**config.mk**
```make
export PLATFORM = sky130hd
export DESIGN_NAME = fesl_top
export DESIGN_NICKNAME = d
export VERILOG_FILES = /design/src/core/fesl_pkg.sv /design/src/core/fesl_flag_if.sv /design/src/core/fesl_flag_bank.sv /design/src/core/fesl_top.sv
export SDC_FILE = /design/constraint.sdc
export NUM_CORES = 1
export LEC_CHECK = 0
export ABC_AREA = 1
export BUFFER_PORTS_ARGS = -buffer_cell sky130_fd_sc_hd__buf_2
export CAP_MARGIN = 20
export CORE_ASPECT_RATIO = 0.5
export CORE_MARGIN = 2
export CORE_UTILIZATION = 35
export DETAILED_ROUTE_END_ITERATION = 7
export PLACE_DENSITY = 0.62
export SLEW_MARGIN = 20
export SYNTH_ARGS = -nofsm -noshare
export SYNTH_HDL_FRONTEND = slang
export SYNTH_SLANG_ARGS = --single-unit
```
**constraint.sdc**
```tcl
create_clock -name clk -period 1.4 [get_ports clk]
set_input_delay 0.28 -clock clk [delete_from_list [all_inputs] [get_ports clk]]
set_output_delay 0.28 -clock clk [all_outputs]
set_load 0.005 [all_outputs]
```
**src/core/fesl_pkg.sv**
```systemverilog
package fesl_pkg;

    // ------------------------------------------------------------------
    // Register offsets on the control port.
    // ------------------------------------------------------------------
    localparam logic [7:0] FESL_LINE1_FAULT_LATCHED_ADDR = 8'h38;
    localparam logic [7:0] FESL_LINE2_FAULT_LATCHED_ADDR = 8'h39;
    localparam logic [7:0] FESL_HEADSET_EVENT_LATCHED_ADDR = 8'h3a;
    localparam logic [7:0] FESL_THRESHOLD_VOICE_EVENT_LATCHED_ADDR = 8'h3b;
    localparam logic [7:0] FESL_CLOCK_EVENT_CURRENT_ADDR = 8'h3c;

    // ------------------------------------------------------------------
    // Widths and reset values.
    // ------------------------------------------------------------------
    localparam int unsigned FESL_DATA_W = 8;
    localparam logic [7:0] FESL_REG_RESET = 8'h00;

    // ------------------------------------------------------------------
    // Field positions.
    // ------------------------------------------------------------------
    localparam int unsigned FESL_POS_SHORT_BIT = 7;      // Positive-leg short circuit.
    localparam int unsigned FESL_NEG_SHORT_BIT = 6;      // Negative-leg short circuit.
    localparam int unsigned FESL_POS_VGND_BIT = 5;       // Positive driver virtual ground.
    localparam int unsigned FESL_NEG_VGND_BIT = 4;       // Negative driver virtual ground.
    localparam int unsigned FESL_CONV1_MASK_BIT = 3;     // Converter one overload mask.
    localparam int unsigned FESL_CONV2_MASK_BIT = 2;     // Converter two overload mask.
    localparam int unsigned FESL_REG_MASK_BIT = 1;       // Regulator short mask.
    localparam int unsigned FESL_REG_SHORT_BIT = 0;      // Regulator short latched.
    localparam int unsigned FESL_HS_INSERT_BIT = 3;
    localparam int unsigned FESL_HS_REMOVE_BIT = 2;
    localparam int unsigned FESL_HS_BUTTON_BIT = 1;
    localparam int unsigned FESL_AIN_UPPER_BIT = 7;
    localparam int unsigned FESL_AIN_LOWER_BIT = 6;
    localparam int unsigned FESL_VOICE_UP_BIT = 5;
    localparam int unsigned FESL_VOICE_DOWN_BIT = 4;
    localparam int unsigned FESL_CLK_ERR_BIT = 7;
    localparam int unsigned FESL_PLL_LOCK_BIT = 6;

    // ------------------------------------------------------------------
    // Masks of implemented bits per register.
    // ------------------------------------------------------------------
    localparam logic [7:0] FESL_LINE1_FLAG_MASK = 8'hf0;
    localparam logic [7:0] FESL_LINE1_RW_MASK = 8'h0c;
    localparam logic [7:0] FESL_LINE2_FLAG_MASK = 8'hf1;
    localparam logic [7:0] FESL_LINE2_RW_MASK = 8'h02;
    localparam logic [7:0] FESL_HEADSET_FLAG_MASK = 8'h0e;
    localparam logic [7:0] FESL_THRESH_FLAG_MASK = 8'hf0;
    localparam logic [7:0] FESL_CLOCK_LIVE_MASK = 8'hc0;

endpackage : fesl_pkg

```
**src/core/fesl_flag_if.sv**
```systemverilog
`timescale 1ns/100ps
interface fesl_flag_if;
    logic [7:0] set;    // Per-bit event detected this cycle.
    logic [7:0] clr;    // Per-bit clear from a register read.
    logic [7:0] flags;  // Current sticky flag state.

    modport bank (
        input  set,
        input  clr,
        output flags
    );
    modport user (
        output set,
        output clr,
        input  flags
    );
endinterface : fesl_flag_if

```
**src/core/fesl_flag_bank.sv**
```systemverilog
`timescale 1ns/100ps
module fesl_flag_bank
    import fesl_pkg::*;
(
    input  wire logic clk,        // System clock.
    input  wire logic nrst,       // Asynchronous reset, active low.
    fesl_flag_if.bank fl          // Set, clear and flag state.
);

    logic [7:0] flags_reg;

    // ------------------------------------------------------------------
    // Sticky flags.
    // ------------------------------------------------------------------
    // A set in the same cycle as the clearing read wins, so no event is lost.
    always_ff @(posedge clk or negedge nrst) begin
        if (!nrst) begin
            flags_reg <= FESL_REG_RESET;
        end else begin
            flags_reg <= (flags_reg & ~fl.clr) | fl.set;
        end
    end

    assign fl.flags = flags_reg;

endmodule // fesl_flag_bank

```
**src/core/fesl_top.sv**
```systemverilog
`timescale 1ns/100ps
// Behaviour
// - Line one leg shorts latch in bits 7,6.
// - Line one virtual ground faults latch bits 5,4.
// - Line one bits 3,2 mask converter overloads.
// - Line two leg shorts latch in bits 7,6.
// - Line two virtual ground faults latch bits 5,4.
// - Line two bit 1 masks regulator short.
// - Line two bit 0 latches regulator short.
// - Headset insert, remove, button latch bits 3-1.
// - Analog input threshold faults latch bits 7,6.
// - Voice activity up/down latch bits 5,4.
// - Clock error, PLL lock live in 7,6.
// - Reserved bits read zero; host writes zero.
// - All registers reset to zero.
module fesl_top
    import fesl_pkg::*;
(
    input  wire logic       clk,                   // System clock, 10 MHz.
    input  wire logic       nrst,                  // Asynchronous reset, active low.
    input  wire logic [7:0] reg_addr,              // Register offset from the control port.
    input  wire logic       reg_wr,                // Write strobe, one cycle.
    input  wire logic [7:0] reg_wdata,             // Write data.
    input  wire logic       reg_rd,                // Read strobe, one cycle.
    output logic      [7:0] reg_rdata,             // Read data, held until next read.
    input  wire logic       line1_pos_short,       // Line one positive pin short detected.
    input  wire logic       line1_neg_short,       // Line one negative pin short detected.
    input  wire logic       line1_pos_vgnd,        // Line one positive driver leg ground fault.
    input  wire logic       line1_neg_vgnd,        // Line one negative driver leg ground fault.
    input  wire logic       line2_pos_short,       // Line two positive pin short detected.
    input  wire logic       line2_neg_short,       // Line two negative pin short detected.
    input  wire logic       line2_pos_vgnd,        // Line two positive driver leg ground fault.
    input  wire logic       line2_neg_vgnd,        // Line two negative driver leg ground fault.
    input  wire logic       regulator_short,       // Analog regulator short detected.
    input  wire logic       headset_insert,        // Headset insertion detected.
    input  wire logic       headset_remove,        // Headset removal detected.
    input  wire logic       headset_button,        // Headset button detected.
    input  wire logic       ain_upper_fault,       // General analog input above upper threshold.
    input  wire logic       ain_lower_fault,       // General analog input below lower threshold.
    input  wire logic       voice_power_up,        // Voice activity power-up detection.
    input  wire logic       voice_power_down,      // Voice activity power-down detection.
    input  wire logic       clock_error,           // Clock error condition, live.
    input  wire logic       pll_lock,              // PLL lock condition, live.
    input  wire logic       conv1_overload,        // Converter one overload fault.
    input  wire logic       conv2_overload,        // Converter two overload fault.
    output logic            conv1_overload_mask,   // Converter one overload mask.
    output logic            conv2_overload_mask,   // Converter two overload mask.
    output logic            regulator_short_mask,  // Regulator short mask.
    output logic            fault_irq              // Interrupt indication, active high.
);

    // ------------------------------------------------------------------
    // Flag banks.
    // ------------------------------------------------------------------
    fesl_flag_if line1_if ();
    fesl_flag_if line2_if ();
    fesl_flag_if hs_if ();
    fesl_flag_if th_if ();

    fesl_flag_bank u_line1 (.clk(clk), .nrst(nrst), .fl(line1_if.bank));
    fesl_flag_bank u_line2 (.clk(clk), .nrst(nrst), .fl(line2_if.bank));
    fesl_flag_bank u_hs    (.clk(clk), .nrst(nrst), .fl(hs_if.bank));
    fesl_flag_bank u_th    (.clk(clk), .nrst(nrst), .fl(th_if.bank));

    logic [7:0] line1_set;
    logic [7:0] line2_set;
    logic [7:0] hs_set;
    logic [7:0] th_set;
    logic       rd_line1;
    logic       rd_line2;
    logic       rd_hs;
    logic       rd_th;
    logic [7:0] live_reg;
    logic       conv1_mask_reg;
    logic       conv2_mask_reg;
    logic       reg_mask_reg;
    logic [7:0] rdata_reg;
    logic       irq_reg;
    logic [7:0] rdata_next;
    logic       irq_next;

    // Returns a byte holding val at the given position, all other bits zero.
    function automatic logic [7:0] bit_at(input int unsigned pos, input logic val);
        logic [7:0] v;
        v = 8'h00;
        v[pos[2:0]] = val;
        return v;
    endfunction

    // ------------------------------------------------------------------
    // Event routing into flag positions.
    // ------------------------------------------------------------------
    // Unimplemented positions never set, so reserved bits stay zero.
    always_comb begin
        line1_set = bit_at(FESL_POS_SHORT_BIT, line1_pos_short)
                  | bit_at(FESL_NEG_SHORT_BIT, line1_neg_short)
                  | bit_at(FESL_POS_VGND_BIT, line1_pos_vgnd)
                  | bit_at(FESL_NEG_VGND_BIT, line1_neg_vgnd);
        line2_set = bit_at(FESL_POS_SHORT_BIT, line2_pos_short)
                  | bit_at(FESL_NEG_SHORT_BIT, line2_neg_short)
                  | bit_at(FESL_POS_VGND_BIT, line2_pos_vgnd)
                  | bit_at(FESL_NEG_VGND_BIT, line2_neg_vgnd)
                  | bit_at(FESL_REG_SHORT_BIT, regulator_short);
        hs_set = bit_at(FESL_HS_INSERT_BIT, headset_insert)
               | bit_at(FESL_HS_REMOVE_BIT, headset_remove)
               | bit_at(FESL_HS_BUTTON_BIT, headset_button);
        th_set = bit_at(FESL_AIN_UPPER_BIT, ain_upper_fault)
               | bit_at(FESL_AIN_LOWER_BIT, ain_lower_fault)
               | bit_at(FESL_VOICE_UP_BIT, voice_power_up)
               | bit_at(FESL_VOICE_DOWN_BIT, voice_power_down);
    end

    assign line1_if.set = line1_set & FESL_LINE1_FLAG_MASK;
    assign line2_if.set = line2_set & FESL_LINE2_FLAG_MASK;
    assign hs_if.set = hs_set & FESL_HEADSET_FLAG_MASK;
    assign th_if.set = th_set & FESL_THRESH_FLAG_MASK;

    // ------------------------------------------------------------------
    // Read-clear decode.
    // ------------------------------------------------------------------
    // A read of a latched register clears its flags after the sample.
    assign rd_line1 = reg_rd && (reg_addr == FESL_LINE1_FAULT_LATCHED_ADDR);
    assign rd_line2 = reg_rd && (reg_addr == FESL_LINE2_FAULT_LATCHED_ADDR);
    assign rd_hs = reg_rd && (reg_addr == FESL_HEADSET_EVENT_LATCHED_ADDR);
    assign rd_th = reg_rd && (reg_addr == FESL_THRESHOLD_VOICE_EVENT_LATCHED_ADDR);
    assign line1_if.clr = {8{rd_line1}};
    assign line2_if.clr = {8{rd_line2}};
    assign hs_if.clr = {8{rd_hs}};
    assign th_if.clr = {8{rd_th}};

    // ------------------------------------------------------------------
    // Live clock conditions.
    // ------------------------------------------------------------------
    // Sampled every cycle, never held.
    always_ff @(posedge clk or negedge nrst) begin
        if (!nrst) begin
            live_reg <= FESL_REG_RESET;
        end else begin
            live_reg <= bit_at(FESL_CLK_ERR_BIT, clock_error)
                      | bit_at(FESL_PLL_LOCK_BIT, pll_lock);
        end
    end

    // ------------------------------------------------------------------
    // Mask bits, writable by the host.
    // ------------------------------------------------------------------
    // Writes to other bits and to read-only registers are ignored.
    always_ff @(posedge clk or negedge nrst) begin
        if (!nrst) begin
            conv1_mask_reg <= 1'b0;
            conv2_mask_reg <= 1'b0;
            reg_mask_reg <= 1'b0;
        end else if (reg_wr) begin
            if (reg_addr == FESL_LINE1_FAULT_LATCHED_ADDR) begin
                conv1_mask_reg <= reg_wdata[FESL_CONV1_MASK_BIT];
                conv2_mask_reg <= reg_wdata[FESL_CONV2_MASK_BIT];
            end
            if (reg_addr == FESL_LINE2_FAULT_LATCHED_ADDR) begin
                reg_mask_reg <= reg_wdata[FESL_REG_MASK_BIT];
            end
        end
    end

    // ------------------------------------------------------------------
    // Read data.
    // ------------------------------------------------------------------
    // Unmapped offsets and reserved bits read as zero.
    always_comb begin
        case (reg_addr)
            FESL_LINE1_FAULT_LATCHED_ADDR: begin
                rdata_next = (line1_if.flags & FESL_LINE1_FLAG_MASK)
                           | bit_at(FESL_CONV1_MASK_BIT, conv1_mask_reg)
                           | bit_at(FESL_CONV2_MASK_BIT, conv2_mask_reg);
            end
            FESL_LINE2_FAULT_LATCHED_ADDR: begin
                rdata_next = (line2_if.flags & FESL_LINE2_FLAG_MASK)
                           | bit_at(FESL_REG_MASK_BIT, reg_mask_reg);
            end
            FESL_HEADSET_EVENT_LATCHED_ADDR: begin
                rdata_next = hs_if.flags & FESL_HEADSET_FLAG_MASK;
            end
            FESL_THRESHOLD_VOICE_EVENT_LATCHED_ADDR: begin
                rdata_next = th_if.flags & FESL_THRESH_FLAG_MASK;
            end
            FESL_CLOCK_EVENT_CURRENT_ADDR: begin
                rdata_next = live_reg & FESL_CLOCK_LIVE_MASK;
            end
            default: begin
                rdata_next = FESL_REG_RESET;
            end
        endcase
    end

    // Read data is captured on the read strobe and held until the next read.
    always_ff @(posedge clk or negedge nrst) begin
        if (!nrst) begin
            rdata_reg <= FESL_REG_RESET;
        end else if (reg_rd) begin
            rdata_reg <= rdata_next;
        end
    end

    // ------------------------------------------------------------------
    // Interrupt indication.
    // ------------------------------------------------------------------
    // Any latched flag raises it, except a masked regulator short; an unmasked converter overload input raises it too.
    always_comb begin
        irq_next = (|(line1_if.flags & FESL_LINE1_FLAG_MASK))
                 | (|(line2_if.flags & FESL_LINE2_FLAG_MASK & ~bit_at(FESL_REG_SHORT_BIT, 1'b1)))
                 | (line2_if.flags[FESL_REG_SHORT_BIT] & ~reg_mask_reg)
                 | (|(hs_if.flags & FESL_HEADSET_FLAG_MASK))
                 | (|(th_if.flags & FESL_THRESH_FLAG_MASK))
                 | (conv1_overload & ~conv1_mask_reg)
                 | (conv2_overload & ~conv2_mask_reg);
    end

    always_ff @(posedge clk or negedge nrst) begin
        if (!nrst) begin
            irq_reg <= 1'b0;
        end else begin
            irq_reg <= irq_next;
        end
    end

    assign reg_rdata = rdata_reg;
    assign conv1_overload_mask = conv1_mask_reg;
    assign conv2_overload_mask = conv2_mask_reg;
    assign regulator_short_mask = reg_mask_reg;
    assign fault_irq = irq_reg;

endmodule // fesl_top

```
## Word-level counts from Yosys, hierarchy flattened

Cells that the tools add are included.

- $add $sub $neg: 0
- $mul: 0
- Div/mod/pow operators: 0
- Magnitude comparators: 0
- Equal/unequal tests: 5
- Shift-type cells: 0
- Muxes and demuxes: 1
- Bitwise gates (word level): 40
- Reductions and logical operators: 10

Operators with widths:

| operator | number |
|---|---|
| $eq 8x6->1 const B | 5 |
| $pmux 8 s5 | 1 |
| $and 8x8->8 | 4 |
| $not 8->8 | 4 |
| $or 8x7->8 | 4 |
| $or 8x5->8 | 3 |
| $or 8x6->8 | 3 |
| $or 8x8->8 | 3 |
| $or 8x4->8 | 2 |
| $reduce_or 4->1 | 3 |
| $or 8x1->8 | 1 |
| $or 8x2->8 | 1 |
| $or 8x3->8 | 1 |
| $or 1x1->1 | 6 |
| $logic_and 1x1->1 | 4 |
| $or 4x2->4 | 1 |
| $or 4x3->4 | 1 |
| $reduce_and 2->1 | 2 |
| $and 1x1->1 | 3 |
| $not 1->1 | 3 |
| $reduce_or 3->1 | 1 |

- Bits in registers: 52
- Bits in latches: 0
- RAM bits: 0
- ROM bits: 0
- Output and inout bits: 12
- Word-level logic and storage cells: 66
- Memories kept: 0

## Logic depth before layout (Yosys ltp)

- Depth in word-level cells: 7
- Depth in mapped cells: 8
- Depth with buffers taken out: 7

## Hierarchy

Synthesis repeated with hierarchy kept, for this count alone.

- Cells, all modules: 273
- Area total of the unflattened synthesis: 2157.1 um^2

By module, submodules not included:

| module | times used | cells an instance | area an instance (um^2) |
|---|---|---|---|
| fesl_flag_bank | 4 | 40 | 320.3 |
| fesl_top | 1 | 113 | 875.8 |

## Worst setup path after synthesis

Ideal clock, no wire load.

- Path kind: input port to flip-flop
- From: input reg_addr[5]
- To: register u_hs.flags_reg[1] (netlist: u_hs.fl.flags[1])
- Data arrival time: 1.032 ns
- Required time: 1.281 ns
- Path slack: 0.250 ns
- Cell stages on the path: 4
- Path buffers: 0
- Cell sequence: nand2_1 > nor3_4 > nand3_1 > a21o_2

- Word-level cells in the longest chain between the ends: 5

Ends and longest elaborated chain:

| item | line | RTL |
|---|---|---|
| from (decl) | fesl_top.sv:21 | `input wire logic [7:0] reg_addr,` |
| $eq 8x6->1 | fesl_top.sv:124 | `assign rd_hs = reg_rd && (reg_addr == FESL_HEADSET_EVENT_LATCHED_ADDR);` |
| $logic_and 1x1->1 | fesl_top.sv:124 |  |
| $not 8->8 | fesl_flag_bank.sv:20 | `flags_reg <= (flags_reg & ~fl.clr) \| fl.set;` |
| $and 8x8->8 | fesl_flag_bank.sv:20 |  |
| $or 8x4->8 | fesl_flag_bank.sv:20 |  |
| to (signal assigned) | fesl_flag_bank.sv:20 |  |
| to (decl) | fesl_flag_bank.sv:10 | `logic [7:0] flags_reg;` |

No other way between the ends.
A chain may end at the register's enable or synchronous reset.

## Worst setup path after layout

- From: register u_hs.flags_reg[3] (netlist: u_hs.fl.flags[3])
- To: register irq_reg (netlist: fault_irq)

- Word-level cells in the longest chain between the ends: 5

Ends and longest elaborated chain:

| item | line | RTL |
|---|---|---|
| $reduce_or 3->1 | fesl_top.sv:211 | `\| (\|(hs_if.flags & FESL_HEADSET_FLAG_MASK))` |
| $or 1x1->1 | fesl_top.sv:211 |  |
| $or 1x1->1 | fesl_top.sv:212 | `\| (\|(th_if.flags & FESL_THRESH_FLAG_MASK))` |
| $or 1x1->1 | fesl_top.sv:213 | `\| (conv1_overload & ~conv1_mask_reg)` |
| $or 1x1->1 | fesl_top.sv:214 | `\| (conv2_overload & ~conv2_mask_reg);` |
| via irq_next | fesl_top.sv:80 | `logic irq_next;` |
| to (signal assigned) | fesl_top.sv:221 | `irq_reg <= irq_next;` |
| to (decl) | fesl_top.sv:78 | `logic irq_reg;` |

The timed path passes the listed nets, and every way through them passes these cells.

==> metrics.txt <==
outcome=completed; Critical Path AT=1260 ps; Residual DRC=0; final worst clock skew=4.666 ps; Worst setup SP type=flip-flop; Max-Cap Viols=0; final cell count without fillers=267; VDD IR-drop max=0.0003809 V; Num Clock Sinks=30; sequential cell area fraction in the yosys report=53.43%; Slew HR=74.79%; Final Util=47.91%; post-synthesis area per instance=9.124 µm²; Sw Ratio=23.12%; HPWL Detailed=2.781 mm; first-pass GRT wire length=5.851 mm; Iteration-0 DRC Markers=76; clock power share=40.5%; GRT overflow=0; Final Hold Violating Endpoints=0; largest family of logic cells by synthesized area=simple AND/OR/NAND/NOR gates; Fillers=391; Setup violations, final=0; die area=0.004568 mm²; post-synthesis mux area share=0%; Max H-tree Level=2; Syn Nets=194; post-synthesis xor/xnor area fraction=0%; maximum clock rate=897.7 MHz; share of cells above drive strength 1=32.86%; NetSw=0.0004045 W; top cells by area, synth=dfrtp_1 53%, nand2_1 8.3%, nand3_1 7.1%, o21bai_1 5.3%, inv_1 5.1%; CP Max Fanout=3; fin crit share=79.57%; DIE WIDTH=93.61 µm; post-synthesis simple-gate area fraction=28.05%; combinational share of power=8.8%; clk_lat worst skew=280 ps; initial antenna violation count=0; RSZ-0062 raised after global routing=false; Max Root-Sink Buffers=2; placed instance area=0.001759 mm²; number of CTS-inserted buffers=5; post-DR vias/cell=4.749; placed cell count=258; crit path kind=reg -> reg; total number of vias=1268; initial core utilization=36.18%; Routed WL per cell=12.87 µm; Root Driver=clkbuf_8; largest net degree at the start of global routing=17; critical path required time=1550 ps; post-route cell area=0.001861 mm²; diodes inserted=0; vias in the first global route=1241; GPL Wtd Cong=0.8280; number of buffers added on ports=46; fin nets=252; Syn Inst Count=154; P_int=0.001345 W; Max Slew Vio Count=0; row count=16; Cell variety after synth=19; Leakage=0.9934 nW; crit end category=flip-flop; min Tclk post-route=1114 ps; most common cell after layout, fill and taps aside=buf_2; HP Class=in -> reg; post-cts resize count=0; yosys warns=0; Power Total=0.001749 W; clock transition at the registers of the reported paths=60 ps; sequential share of power=50.7%; multi-input logic area=561.8 µm²; PD cells=940.3 mW/mm²; Synth top area share=53.43%; P&R area growth vs syn=32.41%; gr usage total=16.99%; Synth area leader=dfrtp_1; Mapped Area=0.001405 mm²; Hold-fix buffers, CTS=1; worst-margin pin slew=378.1 ps; Routed Antenna Nets=0; # Post-CTS Setup Buffers=0; Compound-Gate Fraction of Synth Area=11.93%; Die H=48.81 µm; Final TNS setup=0 ps; DR pass1 iterations=4; commonest non-fill, non-tap cells in the layout=46 x buf_2, 31 x nand2_1, 30 x dfrtp_1, 20 x nand3_1, 19 x inv_1; #FFs+latches synth=30; max FFs per register=8; Core ar.=0.003884 mm²; CTS tree=built; I/O Pins=52; register area=750.7 µm²; drt total wl=3.435 mm; Synth Area in Adders=0%
## layer usage
| layer | GRT usage [%] | share of wire, % | vias up |
|---|---|---|---|
| li1 | - | - | 631 |
| met1 | 24.40 | 49 | 602 |
| met2 | 24.82 | 44 | 33 |
| met3 | 5.719 | 6.5 | 2 |
| met4 | 4.348 | 0.55 | 0 |
| met5 | 0 | 0 | - |
## worst paths after layout
| kind | startpoint | end | slack (ps) | cells after the start |
|---|---|---|---|---|
| max reg2reg | u_hs.fl.flags[3]$_DFF_PN0_ | fault_irq$_DFF_PN0_ | 290 | 4 |
| min | clock_error | live_reg[7]$_DFF_PN0_ | 100 | 1 |
| max in group asynchronous | nrst | u_line2.fl.flags[0]$_DFF_PN0_ | 540 | 3 |
| max | u_hs.fl.flags[3]$_DFF_PN0_ | fault_irq$_DFF_PN0_ | 290 | 4 |
| min in group asynchronous | nrst | u_line1.fl.flags[6]$_DFF_PN0_ | 450 | 2 |
| min reg2reg | reg_rdata[7]$_DFFE_PN0P_ | reg_rdata[7]$_DFFE_PN0P_ | 480 | 2 |
## final cells by class
type | instances | share of cell area, %
Clock buffer | 7 | 4.640
Clock inverter | 1 | 0.2690
Inverter | 19 | 3.833
Multi-Input combinational cell | 102 | 30.20
Sequential cell | 30 | 40.35
Tap cell | 54 | 3.631
Timing Repair Buffer | 54 | 17.08
## Yosys cell counts
library cell and count:
a21o_1 5, a21o_2 3, a221oi_1 1, buf_2 2, buf_6 1, dfrtp_1 30, inv_1 19, nand2_1 31
nand2_2 2, nand3_1 20, nand3_2 1, nand4_1 9, nor2_1 10, nor2_4 2, nor3_2 1, nor3_4 1
nor4_1 2, o21ai_0 4, o21bai_1 10
## power by group through the flow
stage               clock [W]  sequential [W]  combinational (W)
floorplan                   0        0.000903          0.0000554
global placement            0        0.000902           0.000152
detailed placement          0        0.000903           0.000155
CTS                  0.000728        0.000887           0.000157
global route         0.000770        0.000888           0.000174
finish               0.000708        0.000886           0.000155
## kinds of logic after synthesis
logic type,count (synthesis)
and+or+nand+nor,79
DFF,30
buffers and inverters,22
AOI/OAI and AO/OA,23
## critical path, stage by stage, from the launching register on
cell and delay (ps):
dfrtp_1 400, nor2_1 180, nand3_1 90, nor4_1 200, nand3_1 110
## through the flow
step                      worst slack (ps)  hold slack (ps)
after floorplan                      249.5           -15.59
after global placement               123.9            219.5
after detailed placement             97.22            220.5
after CTS                            288.6            94.72
after global routing                 204.6            94.33
final                                286.0            103.1
(Power assumes the default switching activity.)
